--- src/design/ppm_timer_defines.svh ---
// Purpose: Offsets, field positions, reset values and counts of the timer
// Assumes: Included by the package and by the timer top module
// Notes: Definitions only
`ifndef PPM_TIMER_DEFINES_SVH
`define PPM_TIMER_DEFINES_SVH

// Register byte offsets on the bus
`define PPM_ADR_MODE 8'h00
`define PPM_ADR_START 8'h04
`define PPM_ADR_DATA 8'h08
`define PPM_ADR_IRQ 8'h0C
`define PPM_ADR_PRESC 8'h10

// Field positions
`define PPM_MODE_OP_LSB 0
`define PPM_MODE_SUB_LSB 2
`define PPM_MODE_RSV_BIT 4
`define PPM_MODE_OVF_BIT 5
`define PPM_MODE_CKS_LSB 6
`define PPM_START_RUN_BIT 0
`define PPM_IRQ_REQ_BIT 0

// Widths and reset values
`define PPM_CNT_W 16
`define PPM_CNT_MAX 16'hFFFF
`define PPM_CNT_ZERO 16'h0000
`define PPM_MODE_RST 8'h00
`define PPM_PRESC_RST 8'h01

// Timing counts
`define PPM_DIV8_LAST 3'h7

`endif

--- src/design/ppm_timer_pkg.sv ---
// Purpose: Types shared by the pulse measurement timer files
// Assumes: Constants come from the defines header
// Notes: Mode register layout is a packed struct, msb first
`include "ppm_timer_defines.svh"

package ppm_timer_pkg;

  typedef enum logic [1:0] {
    OP_TIMER = 2'b00,
    OP_EVENT = 2'b01,
    OP_MEASURE = 2'b10,
    OP_ONESHOT = 2'b11
  } op_mode_t;

  typedef enum logic [1:0] {
    CS_UNDIV = 2'b00,
    CS_DIV8 = 2'b01,
    CS_PROG = 2'b10,
    CS_SUB = 2'b11
  } clk_src_t;

  typedef enum logic [1:0] {
    SM_PERIOD_FALL = 2'b00,
    SM_PERIOD_RISE = 2'b01,
    SM_WIDTH = 2'b10,
    SM_PROHIBITED = 2'b11
  } sub_mode_t;

  typedef struct packed {
    clk_src_t cks;
    logic ovf;
    logic rsv;
    sub_mode_t sub;
    op_mode_t op;
  } mode_reg_t;

  typedef struct packed {
    logic cyc;
    logic stb;
    logic we;
    logic [7:0] adr;
    logic [3:0] sel;
    logic [31:0] dat;
  } wb_req_t;

  typedef struct packed {
    logic s1;
    logic s2;
    logic s3;
    logic lvl;
  } sync3_t;

  typedef struct packed {
    mode_reg_t mode;
    logic run;
    logic irq;
    logic ovf_aged;
    logic seen_edge;
    logic [`PPM_CNT_W-1:0] cnt;
    logic [7:0] presc;
    logic [2:0] div8;
    logic [8:0] divn;
    sync3_t pin;
    sync3_t sub;
    logic ack;
    logic [31:0] rdata;
  } state_t;

endpackage

--- src/design/meas_reload_reg.sv ---
// Purpose: Reload register holding the latest pulse measurement
// Assumes: Capture strobe and data come from the same clock domain
// Notes: Read data come straight out of the stored register
`timescale 1ns/1ps

module meas_reload_reg #(
  parameter int W = 16
) (
  // Clock and control
  input wire logic clk_i,
  input wire logic rst_i,
  input wire logic ce_i,
  // Capture side
  input wire logic cap_i,
  input wire logic [W-1:0] cap_data_i,
  // Read side
  output logic [W-1:0] q_o
);

  typedef struct packed {
    logic [W-1:0] val;
  } rl_state_t;

  rl_state_t st_q;
  rl_state_t st_d;

  always_comb begin
    st_d = st_q;
    if (cap_i) begin
      st_d.val = cap_data_i;
    end
  end

  always_ff @(posedge clk_i) begin
    if (rst_i) begin
      st_q <= '0;
    end else if (ce_i) begin
      st_q <= st_d;
    end
  end

  assign q_o = st_q.val;

endmodule // meas_reload_reg

--- src/design/pulse_period_width_measure_timer.sv ---
// Purpose: One 16-bit timer channel in pulse period / pulse width measure
//          mode, with its registers on a classic Wishbone slave
// Assumes: Pulse and sub clock inputs are asynchronous to clk_i
// Notes: Other operating modes of the channel are not implemented
//
// Functional notes
// - Two-bit field picks one of four count clocks
// - Count up; valid edge captures, clears, continues
// - Count only while the run bit is one
// - Request on valid edges except the first
// - Overflow sets flag and raises a request
// - Data register reads the reload register
// - First captured value is undefined
// - Data register writes are ignored
// - Mode write while running after aged overflow clears flag
// - Overflow flag cannot be set by software
// - Operating mode one-zero selects measurement
// - Sub-mode selects period one, two, or width
// - Width mode: every edge valid, alternating levels
// - Undefined start count may overflow early
// - Changed sub-mode while running may request
// - Overflow with edge: one request, edge lost
// - Stopped after reset; configure while stopped
`timescale 1ns/1ps
`include "ppm_timer_defines.svh"

module pulse_period_width_measure_timer #(
  parameter int CNT_W = `PPM_CNT_W
) (
  // Clock, reset and enable
  input wire logic clk_i,
  input wire logic rst_i,
  input wire logic ce_i,
  // Wishbone slave
  input wire ppm_timer_pkg::wb_req_t wb_req_i,
  output logic [31:0] wb_dat_o,
  output logic wb_ack_o,
  // External pins
  input wire logic pulse_input_pin_i,
  input wire logic low_speed_sub_clk_i,
  // Interrupt request flag
  output logic irq_request_flag_o
);

  ppm_timer_pkg::state_t st_q;
  ppm_timer_pkg::state_t st_d;

  logic cap;
  logic [CNT_W-1:0] reload_q;

  // Byte lane zero carries every narrow register
  function automatic logic wr_hit(
    input ppm_timer_pkg::wb_req_t req,
    input logic [7:0] adr
  );
    wr_hit = req.we && req.adr == adr && req.sel[0];
  endfunction

  // Three-flop input stage; the level moves once flops two and three agree
  function automatic ppm_timer_pkg::sync3_t sync_step(
    input ppm_timer_pkg::sync3_t s,
    input logic pin
  );
    ppm_timer_pkg::sync3_t n;
    n.s1 = pin;
    n.s2 = s.s1;
    n.s3 = s.s2;
    n.lvl = (s.s2 == s.s3) ? s.s3 : s.lvl;
    sync_step = n;
  endfunction

  always_comb begin
    logic acc;
    logic do_wr;
    logic tick;
    logic rise;
    logic fall;
    logic vedge;
    logic ovf_evt;
    logic counting;
    logic [8:0] lim;
    ppm_timer_pkg::mode_reg_t wmode;
    acc = 1'b0;
    do_wr = 1'b0;
    tick = 1'b0;
    rise = 1'b0;
    fall = 1'b0;
    vedge = 1'b0;
    ovf_evt = 1'b0;
    counting = 1'b0;
    lim = 9'h001;
    wmode = ppm_timer_pkg::mode_reg_t'(wb_req_i.dat[7:0]);
    cap = 1'b0;
    st_d = st_q;

    // Input synchronisers and edge detection on the filtered level
    st_d.pin = sync_step(st_q.pin, pulse_input_pin_i);
    st_d.sub = sync_step(st_q.sub, low_speed_sub_clk_i);
    rise = st_d.pin.lvl && !st_q.pin.lvl;
    fall = !st_d.pin.lvl && st_q.pin.lvl;

    // Bus handshake: ack one cycle after the request, drop it next cycle
    acc = wb_req_i.cyc && wb_req_i.stb && !st_q.ack;
    do_wr = acc && wb_req_i.we;
    st_d.ack = acc;
    if (acc) begin
      case (wb_req_i.adr)
        `PPM_ADR_MODE: st_d.rdata = {24'h00_0000, st_q.mode};
        `PPM_ADR_START: st_d.rdata = {31'h0000_0000, st_q.run};
        `PPM_ADR_DATA: st_d.rdata = {16'h0000, reload_q};
        `PPM_ADR_IRQ: st_d.rdata = {31'h0000_0000, st_q.irq};
        `PPM_ADR_PRESC: st_d.rdata = {24'h00_0000, st_q.presc};
        default: st_d.rdata = 32'h0000_0000;
      endcase
    end

    // Register writes
    if (do_wr && wr_hit(wb_req_i, `PPM_ADR_MODE)) begin
      st_d.mode.op = wmode.op;
      st_d.mode.sub = wmode.sub;
      st_d.mode.cks = wmode.cks;
      st_d.mode.rsv = 1'b0;
      // Flag bit of the written value is dropped
      if (st_q.run && st_q.ovf_aged) begin
        st_d.mode.ovf = 1'b0;
        st_d.ovf_aged = 1'b0;
      end
      // Retuning the edge selection mid-run looks like a fresh edge
      if (st_q.run && wmode.sub != st_q.mode.sub) begin
        st_d.irq = 1'b1;
      end
    end
    if (do_wr && wr_hit(wb_req_i, `PPM_ADR_START)) begin
      st_d.run = wb_req_i.dat[`PPM_START_RUN_BIT];
    end
    if (do_wr && wr_hit(wb_req_i, `PPM_ADR_IRQ)) begin
      // Software may only clear the request; writing one leaves it
      st_d.irq = st_q.irq && wb_req_i.dat[`PPM_IRQ_REQ_BIT];
    end
    if (do_wr && wr_hit(wb_req_i, `PPM_ADR_PRESC)) begin
      st_d.presc = wb_req_i.dat[7:0];
    end
    // Data register writes have no effect in this mode

    // A new run always waits for its first edge again
    if (!st_q.run) begin
      st_d.seen_edge = 1'b0;
    end

    // Count clock selection
    counting = st_q.run && st_q.mode.op == ppm_timer_pkg::OP_MEASURE;
    if (st_q.presc != 8'h00) begin
      lim = {st_q.presc, 1'b0} - 9'h001;
    end
    case (st_q.mode.cks)
      ppm_timer_pkg::CS_UNDIV: tick = 1'b1;
      ppm_timer_pkg::CS_DIV8: tick = st_q.div8 == `PPM_DIV8_LAST;
      ppm_timer_pkg::CS_PROG: tick = st_q.divn >= lim;
      ppm_timer_pkg::CS_SUB: tick = st_d.sub.lvl && !st_q.sub.lvl;
      default: tick = 1'b0;
    endcase
    if (counting) begin
      st_d.div8 = st_q.div8 + 3'h1;
      st_d.divn = (st_q.divn >= lim) ? 9'h000 : st_q.divn + 9'h001;
    end else begin
      st_d.div8 = 3'h0;
      st_d.divn = 9'h000;
    end

    // Valid edge of the measured pulse
    case (st_q.mode.sub)
      ppm_timer_pkg::SM_PERIOD_FALL: vedge = fall;
      ppm_timer_pkg::SM_PERIOD_RISE: vedge = rise;
      ppm_timer_pkg::SM_WIDTH: vedge = rise || fall;
      default: vedge = 1'b0;
    endcase

    // Count, capture and overflow; hardware sets land after bus clears
    if (counting) begin
      ovf_evt = tick && st_q.cnt == `PPM_CNT_MAX;
      if (ovf_evt) begin
        // An edge in this cycle is swallowed by the overflow
        st_d.cnt = `PPM_CNT_ZERO;
        st_d.mode.ovf = 1'b1;
        st_d.ovf_aged = 1'b0;
        st_d.irq = 1'b1;
      end else if (vedge) begin
        // First capture holds whatever the counter started from
        cap = 1'b1;
        st_d.cnt = `PPM_CNT_ZERO;
        st_d.seen_edge = 1'b1;
        if (st_q.seen_edge) begin
          st_d.irq = 1'b1;
        end
      end else if (tick) begin
        st_d.cnt = st_q.cnt + 16'h0001;
      end
      // One whole count period must pass before the flag may be cleared
      if (st_q.mode.ovf && tick && !ovf_evt) begin
        st_d.ovf_aged = 1'b1;
      end
    end
  end

  meas_reload_reg #(
    .W(CNT_W)
  ) u_reload (
    .clk_i(clk_i),
    .rst_i(rst_i),
    .ce_i(ce_i),
    .cap_i(cap),
    .cap_data_i(st_q.cnt),
    .q_o(reload_q)
  );

  always_ff @(posedge clk_i) begin
    if (rst_i) begin
      st_q <= '0;
      st_q.mode <= ppm_timer_pkg::mode_reg_t'(`PPM_MODE_RST);
      st_q.presc <= `PPM_PRESC_RST;
    end else if (ce_i) begin
      st_q <= st_d;
    end
  end

  assign wb_dat_o = st_q.rdata;
  assign wb_ack_o = st_q.ack;
  assign irq_request_flag_o = st_q.irq;

endmodule // pulse_period_width_measure_timer

--- config.mk ---
export PLATFORM = sky130hd
export DESIGN_NAME = pulse_period_width_measure_timer
export DESIGN_NICKNAME = d
export VERILOG_FILES = /design/src/design/ppm_timer_pkg.sv /design/src/design/meas_reload_reg.sv /design/src/design/pulse_period_width_measure_timer.sv
export VERILOG_INCLUDE_DIRS = /design/src /design/src/design
export SDC_FILE = /design/constraint.sdc
export NUM_CORES = 1
export LEC_CHECK = 0
export ABC_AREA = 1
export BUFFER_PORTS_ARGS = -buffer_cell sky130_fd_sc_hd__buf_2
export CELL_PAD_IN_SITES_DETAIL_PLACEMENT = 0
export CELL_PAD_IN_SITES_GLOBAL_PLACEMENT = 1
export CORE_UTILIZATION = 40
export CTS_CLUSTER_DIAMETER = 120
export DETAILED_ROUTE_END_ITERATION = 16
export GPL_TIMING_DRIVEN = 0
export PLACE_DENSITY = 0.88
export SLEW_MARGIN = 20
export SYNTH_ARGS = -nofsm -noshare
export SYNTH_HDL_FRONTEND = slang
export SYNTH_SLANG_ARGS = --single-unit
--- constraint.sdc ---
create_clock -name clk_i -period 3.6 [get_ports clk_i]
set_clock_uncertainty 0.2 [all_clocks]
set_input_delay 0.72 -clock clk_i [delete_from_list [all_inputs] [get_ports clk_i]]
set_output_delay 0.72 -clock clk_i [all_outputs]
set_load 0.02 [all_outputs]
==> results.rst, run 1 <==
.. list-table::
   :header-rows: 1

   * - Metric
     - Value
   * - Worst min path class
     - flop to flop
   * - Post-CTS clock slew at the launch and capture registers of the worst setup and hold paths
     - 0.07 ns
   * - Critical path required time
     - 3.67 ns
   * - Part of the power in the clock network
     - 48.0%
   * - Via count of the first global-routing pass
     - 4076
   * - Pins over their slew limit
     - 0
   * - Number of distinct library cells after synthesis
     - 45
   * - Leading cell type in the layout, fill and taps excluded
     - nand2_1
   * - Vias after detailed routing
     - 4631
   * - Row count
     - 40
   * - Number of instances in the synthesized netlist
     - 688
   * - Effective utilization at floorplan
     - 41.0%
   * - Fin util
     - 47.4%
   * - Global-route total usage across every layer
     - 20.2%
   * - Count of buffers from port buffering
     - 41
   * - Number of nets in the layout
     - 822
   * - Max Freq
     - 0.330 GHz
   * - Post-place instance area
     - 0.00537 mm^2
   * - CP Max Fanout
     - 10
   * - Number of flops mapped to enable cells by yosys
     - 0
   * - Number of hold buffers added after CTS
     - 0
   * - Unrepaired setup endpoints after global routing
     - no
   * - Element type at the critical path end
     - flop
   * - Clock Latency Late Sink
     - 0.34 ns
   * - Number of sinks on the clock net
     - 88
   * - Number of buffers between clock root and the deepest sink
     - 2
   * - Layout area overhead
     - 15.7%
   * - Average size of a mapped cell
     - 7.15 um^2
   * - Largest net degree at the start of global routing
     - 17
   * - Total power density per cell area
     - 383 mW/mm^2
   * - Post-Route WL
     - 12.6 mm
   * - Run status
     - complete, no violations
   * - Cell leakage power
     - 2.38 nW
   * - Post-layout instance area
     - 0.00570 mm^2
   * - Clock root buffer
     - clkbuf_16
   * - CORE AREA
     - 0.0120 mm^2
   * - First-pass iteration count of the detailed router
     - 5
   * - Arrival time at the worst endpoint
     - 3.10 ns
   * - Post-layout minimum cycle time
     - 3.03 ns
   * - Routability Congestion
     - 0.868
   * - Switching Fraction
     - 24.4%
   * - Final count of hold timing violations
     - 0
   * - CTS H-tree depth
     - 3
   * - Total negative slack
     - 0 ns
   * - Async set-reset flop share out of synthesis
     - 0%
   * - Layout cells sized above 1
     - 19.3%
   * - Cell-internal power
     - 1.65 mW
   * - Full die area
     - 0.0128 mm^2
   * - Final setup violation count
     - 0
   * - Switching power summed over all nets
     - 0.532 mW
   * - Residual antenna-violating net count after detailed routing
     - 0
   * - Via-per-instance ratio
     - 5.11
   * - Estimated wirelength of the detail-placed design
     - 9.49 mm
   * - Total grt overflow
     - 0
   * - Final antenna diode count
     - 0
   * - Wire length of the first global-routing pass
     - 20.1 mm
   * - Total design power
     - 2.18 mW
   * - Part of the power in registers
     - 45.5%
   * - Cts bufs inserted
     - 9
   * - Most used cells in the layout excluding fill and tap cells
     - 134 x nand2_1, 88 x dfxtp_1, 71 x nor2_1, 64 x a21oi_1, 63 x nand3_1
   * - Total of flip-flops plus latches after synthesis
     - 88
   * - Antenna violations before repair
     - 0
   * - Summed instance area of the synthesized netlist
     - 0.00492 mm^2
   * - Synthesis Warnings
     - 0
   * - Max VDD drop
     - 0.000236 V
   * - Final clock period utilization by the worst path
     - 84.1%
   * - CTS tree
     - yes
   * - Dominant synthesized flop cell
     - dfxtp_1
   * - Share of synthesized area occupied by flip-flops and latches
     - 35.8%
   * - Slew HR
     - 43.8%
   * - Number of ports placed on the die boundary
     - 86
   * - Number of gates resized after cts
     - 0
   * - Average detailed-routed wire length per instance
     - 13.9 um
   * - Count of filler cells inserted in the layout
     - 1207
   * - Setup CP Type
     - flop to flop
   * - Setup repair bufs after CTS
     - 0
   * - Least-Margin Pin Slew
     - 0.842 ns
   * - Total of max-cap violations
     - 0
   * - Number of DRC markers after the initial detailed-route iteration
     - 391
   * - Die X-Extent
     - 113 um
   * - Die boundary height
     - 113 um
   * - Count of unresolved DRC violations after routing
     - 0
   * - Combinational fraction of design power
     - 6.6%
   * - Worst Setup Start Kind
     - flop
layout make-up:
cell class | count | area, um^2 | share of cell area [%]
plain buffers | 58 | 385 | 6.77
clock buffers | 9 | 225 | 3.95
clock inverters | 7 | 103 | 1.80
inverters | 59 | 226 | 3.98
multi-input cells | 498 | 2610 | 45.7
flip-flops and latches | 88 | 1760 | 30.9
well taps | 147 | 184 | 3.23
repair buffers | 41 | 205 | 3.60
sequential cells by signal, indices dropped and copies added, names as in the netlist:
| signal | flops |
|---|---|
| st_d | 4 |
| wb_ack_o | 1 |
| wb_dat_o | 16 |
| u_reload.q_o | 16 |
| irq_request_flag_o | 1 |
| st_q | 50 |
power by group through the flow:
stage	registers (mW)	clock network, mW	logic [mW]
5_1_grt	0.993	1.10	0.157
3_3_place_gp	1.01	0	0.140
2_1_floorplan	1.01	0	0.0949
6_report	0.993	1.05	0.144
4_1_cts	0.992	1.06	0.143
3_5_place_dp	1.01	0	0.142
routing by layer:
metal  vias to the layer above  wire (um)  GRT usage, %
met1                      2144       6050          26.9
met3                        16        602          3.86
li1                       2356          -             -
met5                         -          0             0
met2                       115       5700          33.0
met4                         0        216          6.32
critical path, stage by stage (launching register included):
cell and delay, ns:
dfxtp_1 0.34, inv_1 0.09, ha_1 0.21, nand2_1 0.09
inv_1 0.07, nand3_1 0.19, o21ai_0 0.16, ha_1 0.32
nand2_1 0.07, a21oi_1 0.05, nor2_1 0.12, nand3_1 0.16
nand2_1 0.11, nand2_2 0.11, nand2_4 0.14, buf_2 0.21
nand3_1 0.14, a21oi_2 0.16
cells in the mapped netlist (13+ instances only):
master | instances | area [um^2]
nand2_1 | 134 | 503
dfxtp_1 | 88 | 1760
nor2_1 | 71 | 267
a21oi_1 | 64 | 320
nand3_1 | 63 | 315
inv_1 | 52 | 195
o21ai_0 | 37 | 185
buf_4 | 34 | 255
ha_1 | 15 | 188
clkbuf_1 | 14 | 52.6
nand2_2 | 13 | 81.3
nor3_1 | 13 | 65.1
cells by family after synthesis:
family | synth area share, %
and+or+nand+nor | 30.1
AOI/OAI and AO/OA | 15.7
buffers and inverters | 12.4
DFF | 35.8
adders and majority gates | 3.81
xor gates and xnor gates | 2.14
other | 0.0762
metrics by stage:
stage | instances | setup slack [ns] | hold WS, ns
floorplan | 703 | 1.09 | 0.228
global placement | 891 | 0.647 | 0.246
detailed placement | 891 | 0.582 | 0.247
CTS | 907 | 0.551 | 0.257
global route | 907 | 0.309 | 0.267
finish | 907 | 0.571 | 0.257
path summary, 6_finish.rpt:
path                                                     from                            end  slack [ns]  cells past startpoint
worst min-delay path            u_reload.q_o[15]$_SDFFE_PP0P_  u_reload.q_o[15]$_SDFFE_PP0P_        0.26                      2
worst min register to register  u_reload.q_o[15]$_SDFFE_PP0P_  u_reload.q_o[15]$_SDFFE_PP0P_        0.26                      2
worst max-delay path                    st_q[54]$_SDFFE_PP0P_   u_reload.q_o[9]$_SDFFE_PP0P_        0.57                     17
worst max register to register          st_q[54]$_SDFFE_PP0P_   u_reload.q_o[9]$_SDFFE_PP0P_        0.57                     17
No activity file was read; power rests on OpenSTA's default activity.
==> run 2, diff against run 1 <==
--- a/config.mk
+++ b/config.mk
@@ -6,15 +6,15 @@
 export SDC_FILE = /design/constraint.sdc
 export NUM_CORES = 1
 export LEC_CHECK = 0
-export ABC_AREA = 1
+export ABC_AREA = 0
 export BUFFER_PORTS_ARGS = -buffer_cell sky130_fd_sc_hd__buf_2
 export CELL_PAD_IN_SITES_DETAIL_PLACEMENT = 0
 export CELL_PAD_IN_SITES_GLOBAL_PLACEMENT = 1
-export CORE_UTILIZATION = 40
+export CORE_UTILIZATION = 37
 export CTS_CLUSTER_DIAMETER = 120
 export DETAILED_ROUTE_END_ITERATION = 16
 export GPL_TIMING_DRIVEN = 0
-export PLACE_DENSITY = 0.88
+export PLACE_DENSITY = 0.85
 export SLEW_MARGIN = 20
 export SYNTH_ARGS = -nofsm -noshare
 export SYNTH_HDL_FRONTEND = slang
==> constraint.sdc (replaced) <==
create_clock -name clk_i -period 2.4 [get_ports clk_i]
set_clock_uncertainty 0.2 [all_clocks]
set_input_delay 0.48 -clock clk_i [delete_from_list [all_inputs] [get_ports clk_i]]
set_output_delay 0.48 -clock clk_i [all_outputs]
set_load 0.02 [all_outputs]
==> run 2 against run 1 <==
The flow now finishes with violations (setup timing). Final area is 2.5% higher. Clock power is 32% higher. Worst setup slack worse by 1.5 ns. Area after synthesis is 6.5% lower. Worst hold slack worse by 0.077 ns. Sequential share of layout area is 0.66 points lower. Non-clock buffer count is 25 higher. Register-to-register slack worse by 1.5 ns. Combinational power is 30% higher. Highest routed layer unchanged.
==> results.rst, run 2 <==
.. list-table::
   :header-rows: 1

   * - Metric
     - Value
   * - Final clock period utilization by the worst path
     - 140% (was 84.1%)
   * - CP Max Fanout
     - 5 (was 10)
   * - Count of unresolved DRC violations after routing
     - 0 (unchanged)
   * - Global-route total usage across every layer
     - 20.9% (was 20.2%)
   * - Layout area overhead
     - 26.8% (was 15.7%)
   * - Number of buffers between clock root and the deepest sink
     - 2 (unchanged)
   * - Cell types with the largest area share after synthesis
     - dfxtp_1 38%, nand3_1 6.7%, mux2i_1 5.4% (was dfxtp_1 36%, nand2_1 10%, a21oi_1 6.5%)
   * - Number of sinks on the clock net
     - 88 (unchanged)
   * - Post-layout instance area
     - 0.00584 mm^2 (was 0.00570 mm^2)
   * - Critical path required time
     - 2.47 ns (was 3.67 ns)
   * - Post-Route WL
     - 13.3 mm (was 12.6 mm)
   * - Multiplexer area fraction after synthesis
     - 5.92% (was 0%)
   * - Final antenna diode count
     - 0 (unchanged)
   * - Main combinational cell family by area after synthesis
     - simple AND/OR/NAND/NOR gates (unchanged)
   * - Via count of the first global-routing pass
     - 4115 (was 4076)
   * - Number of DRC markers after the initial detailed-route iteration
     - 467 (was 391)
   * - Most used cells in the layout excluding fill and tap cells
     - 86 x dfxtp_1, 60 x nand3_1, 57 x nand2_1, 54 x nor2_1, 47 x buf_4 (was 134 x nand2_1, 88 x dfxtp_1, 71 x nor2_1, 64 x a21oi_1, 63 x nand3_1)
   * - Cell-internal power
     - 2.27 mW (was 1.65 mW)
   * - Max Freq
     - 0.298 GHz (was 0.330 GHz)
   * - CTS H-tree depth
     - 3 (unchanged)
   * - Most used standard cells in the synthesized netlist
     - 88 x dfxtp_1, 62 x nand3_1, 58 x nand2_1 (was 134 x nand2_1, 88 x dfxtp_1, 71 x nor2_1)
   * - Max VDD drop
     - 0.000305 V (was 0.000236 V)
   * - Via-per-instance ratio
     - 5.44 (was 5.11)
   * - Effective utilization at floorplan
     - 38.2% (was 41.0%)
   * - Async set-reset flop share out of synthesis
     - 0% (unchanged)
   * - Die boundary height
     - 114 um (was 113 um)
   * - Pins over their slew limit
     - 0 (unchanged)
   * - Switching Fraction
     - 26.0% (was 24.4%)
   * - Post-synthesis cell type with the largest combined area
     - dfxtp_1 (unchanged)
   * - Number of instances in the synthesized netlist
     - 563 (was 688)
   * - Worst Setup Start Kind
     - flop (unchanged)
   * - Minimum setup slack in the final design
     - -0.951 ns (was 0.571 ns)
   * - Antenna violations before repair
     - 0 (unchanged)
   * - Yosys top cell area share
     - 38.3% (was 35.8%)
   * - Layout cells sized above 1
     - 25.3% (was 19.3%)
   * - Part of the power in the clock network
     - 45.4% (was 48.0%)
   * - # placed instances
     - 788 (was 891)
   * - Part of the power in registers
     - 48.5% (was 45.5%)
   * - Element type at the critical path end
     - flop (unchanged)
   * - Total of flip-flops plus latches after synthesis
     - 88 (unchanged)
   * - Post-synthesis xor/xnor area fraction
     - 0.951% (was 2.14%)
   * - Row count
     - 40 (unchanged)
   * - Most frequently used cell type in the post-synthesis netlist
     - dfxtp_1 (was nand2_1)
   * - Share of synthesized area occupied by flip-flops and latches
     - 38.3% (was 35.8%)
   * - CORE AREA
     - 0.0121 mm^2 (was 0.0120 mm^2)
   * - Number of ports placed on the die boundary
     - 86 (unchanged)
   * - Count of non-filler cells in the finished layout
     - 825 (was 907)
   * - Residual antenna-violating net count after detailed routing
     - 0 (unchanged)
   * - Post-Route Hold Slack
     - 0.180 ns (was 0.257 ns)
   * - Average size of a mapped cell
     - 8.18 um^2 (was 7.15 um^2)
   * - Wire length of the first global-routing pass
     - 21.1 mm (was 20.1 mm)
   * - Adder and majority cell fraction of the synthesized area
     - 4.29% (was 3.81%)
   * - Average detailed-routed wire length per instance
     - 16.2 um (was 13.9 um)
   * - Largest net degree at the start of global routing
     - 19 (was 17)
   * - Synthesis Warnings
     - 0 (unchanged)
   * - Switching power summed over all nets
     - 0.799 mW (was 0.532 mW)
   * - Routability Congestion
     - 0.893 (was 0.868)
   * - Post-layout minimum cycle time
     - 3.35 ns (was 3.03 ns)
   * - Full die area
     - 0.0129 mm^2 (was 0.0128 mm^2)
   * - Total power density per cell area
     - 526 mW/mm^2 (was 383 mW/mm^2)
   * - Post-CTS clock slew at the launch and capture registers of the worst setup and hold paths
     - 0.07 ns (about the same)
   * - Vias after detailed routing
     - 4490 (was 4631)
   * - Slew HR
     - 55.3% (was 43.8%)
   * - Flip-flop count of the largest register after layout
     - 50 (unchanged)
   * - Dominant synthesized flop cell
     - dfxtp_1 (unchanged)
   * - Summed instance area of the synthesized netlist
     - 0.00460 mm^2 (was 0.00492 mm^2)
   * - Die X-Extent
     - 114 um (was 113 um)
   * - Simple-gate area share of the yosys netlist
     - 24.2% (was 30.1%)
   * - Clock root buffer
     - clkbuf_16 (unchanged)
   * - Fraction of the mapped netlist area in compound gates
     - 17.4% (was 15.7%)
   * - Total grt overflow
     - 0 (unchanged)
   * - Combinational fraction of design power
     - 6.1% (was 6.6%)
   * - Unrepaired setup endpoints after global routing
     - yes (was no)
   * - Cell leakage power
     - 2.20 nW (was 2.38 nW)
   * - Arrival time at the worst endpoint
     - 3.42 ns (was 3.10 ns)
   * - Number of distinct library cells after synthesis
     - 54 (was 45)
   * - First-pass iteration count of the detailed router
     - 6 (was 5)
   * - Final setup violation count
     - 45 (was 0)
   * - Setup CP Type
     - flop to flop (unchanged)
   * - Fin util
     - 48.4% (was 47.4%)
   * - Number of nets in the layout
     - 719 (was 822)
   * - Final count of hold timing violations
     - 0 (unchanged)
   * - Number of hold buffers added after CTS
     - 0 (unchanged)
   * - Estimated wirelength of the detail-placed design
     - 9.34 mm (was 9.49 mm)
   * - Violations in the final reports
     - setup timing
   * - Run status
     - finished with violations (was complete, no violations)
   * - CTS tree
     - yes (unchanged)
   * - Total of max-cap violations
     - 0 (unchanged)
   * - Register with the most flip-flops
     - st_q (unchanged)
   * - Total design power
     - 3.07 mW (was 2.18 mW)
   * - Count of buffers from port buffering
     - 42 (was 41)
   * - Least-Margin Pin Slew
     - 0.671 ns (was 0.842 ns)
   * - Leading cell type in the layout, fill and taps excluded
     - dfxtp_1 (was nand2_1)
   * - Worst min path class
     - input pin to flop (was flop to flop)
   * - Number of flops mapped to enable cells by yosys
     - 0 (unchanged)
   * - Clock Latency Late Sink
     - 0.35 ns (was 0.34 ns)
   * - Post-place instance area
     - 0.00513 mm^2 (was 0.00537 mm^2)
   * - Cts bufs inserted
     - 9 (unchanged)
[run 2: logic make-up after synthesis]
family / Yosys count
buffers and inverters: 73
AO/OA/AOI/OAI: 119
multiplexers: 26
flip-flops: 88
other: 1
XOR/XNOR: 5
AND/OR/NAND/NOR: 235
adder cells (fa/ha/maj): 16
[run 2: repair_timing]
action / 4_1_cts / 5_1_grt
pin swaps: 17 / 4
endpoints found under the setup margin: 53 / 58
cloned: 3 / 0
gates resized for setup: 42 / 22
buffers inserted: 17 / 3
[run 2: area by class of cell]
type | instances | area [um^2]
Fill cell | 1128 | 6220
Multi-Input combinational cell | 417 | 2700
Sequential cell | 88 | 1770
Timing Repair Buffer | 65 | 429
Buffer | 59 | 389
Clock buffer | 9 | 225
Tap cell | 168 | 210
Clock inverter | 7 | 68.8
Inverter | 12 | 47.5
[run 2: layer usage]
layer / track usage, % / up-vias / wire (um)
li1: - / 2173 / -
met2: 33.9 / 205 / 6130
met4: 7.37 / 0 / 295
met5: 0 / - / 0
met1: 28.4 / 2083 / 5860
met3: 2.98 / 29 / 1050
[run 2: per-stage QoR]
step                TNS, ns  setup slack, ns
floorplan            -29.15           -0.863
global placement     -51.28            -1.31
detailed placement   -54.67            -1.37
CTS                  -34.38           -0.872
global route         -42.60            -1.04
finish               -37.65           -0.951
[run 2: worst max-delay path, cell delays in order (launching register included)]
cell and delay (ns):
dfxtp_4 0.37, inv_4 0.06, ha_4 0.12, nor2b_4 0.14
nand3b_1 0.10, buf_4 0.15, nor3b_2 0.16, a21oi_1 0.06
ha_1 0.30, nand2_1 0.10, a211o_4 0.35, o211ai_4 0.31
nand3_4 0.14, or4_1 0.53, a31oi_1 0.18
[run 2: power groups by stage]
stage | combinational (mW) | sequential [mW] | clock (mW)
detailed placement | 0.177 | 1.52 | 0
CTS | 0.182 | 1.49 | 1.41
finish | 0.187 | 1.49 | 1.39
floorplan | 0.113 | 1.52 | 0
global route | 0.202 | 1.49 | 1.47
global placement | 0.175 | 1.52 | 0
[run 2: path summary, 6_finish.rpt]
kind / from / slack (ns) / end / cells past startpoint
min reg2reg: wb_dat_o[15]$_SDFFE_PP0P_ / 0.26 / wb_dat_o[15]$_SDFFE_PP0P_ / 2
min: wb_req_i[5] / 0.18 / st_q[58]$_SDFFE_PP0P_ / 3
max reg2reg: st_q[53]$_SDFFE_PP1P_ / -0.95 / st_q[72]$_SDFFE_PP0P_ / 14
max: st_q[53]$_SDFFE_PP1P_ / -0.95 / st_q[72]$_SDFFE_PP0P_ / 14
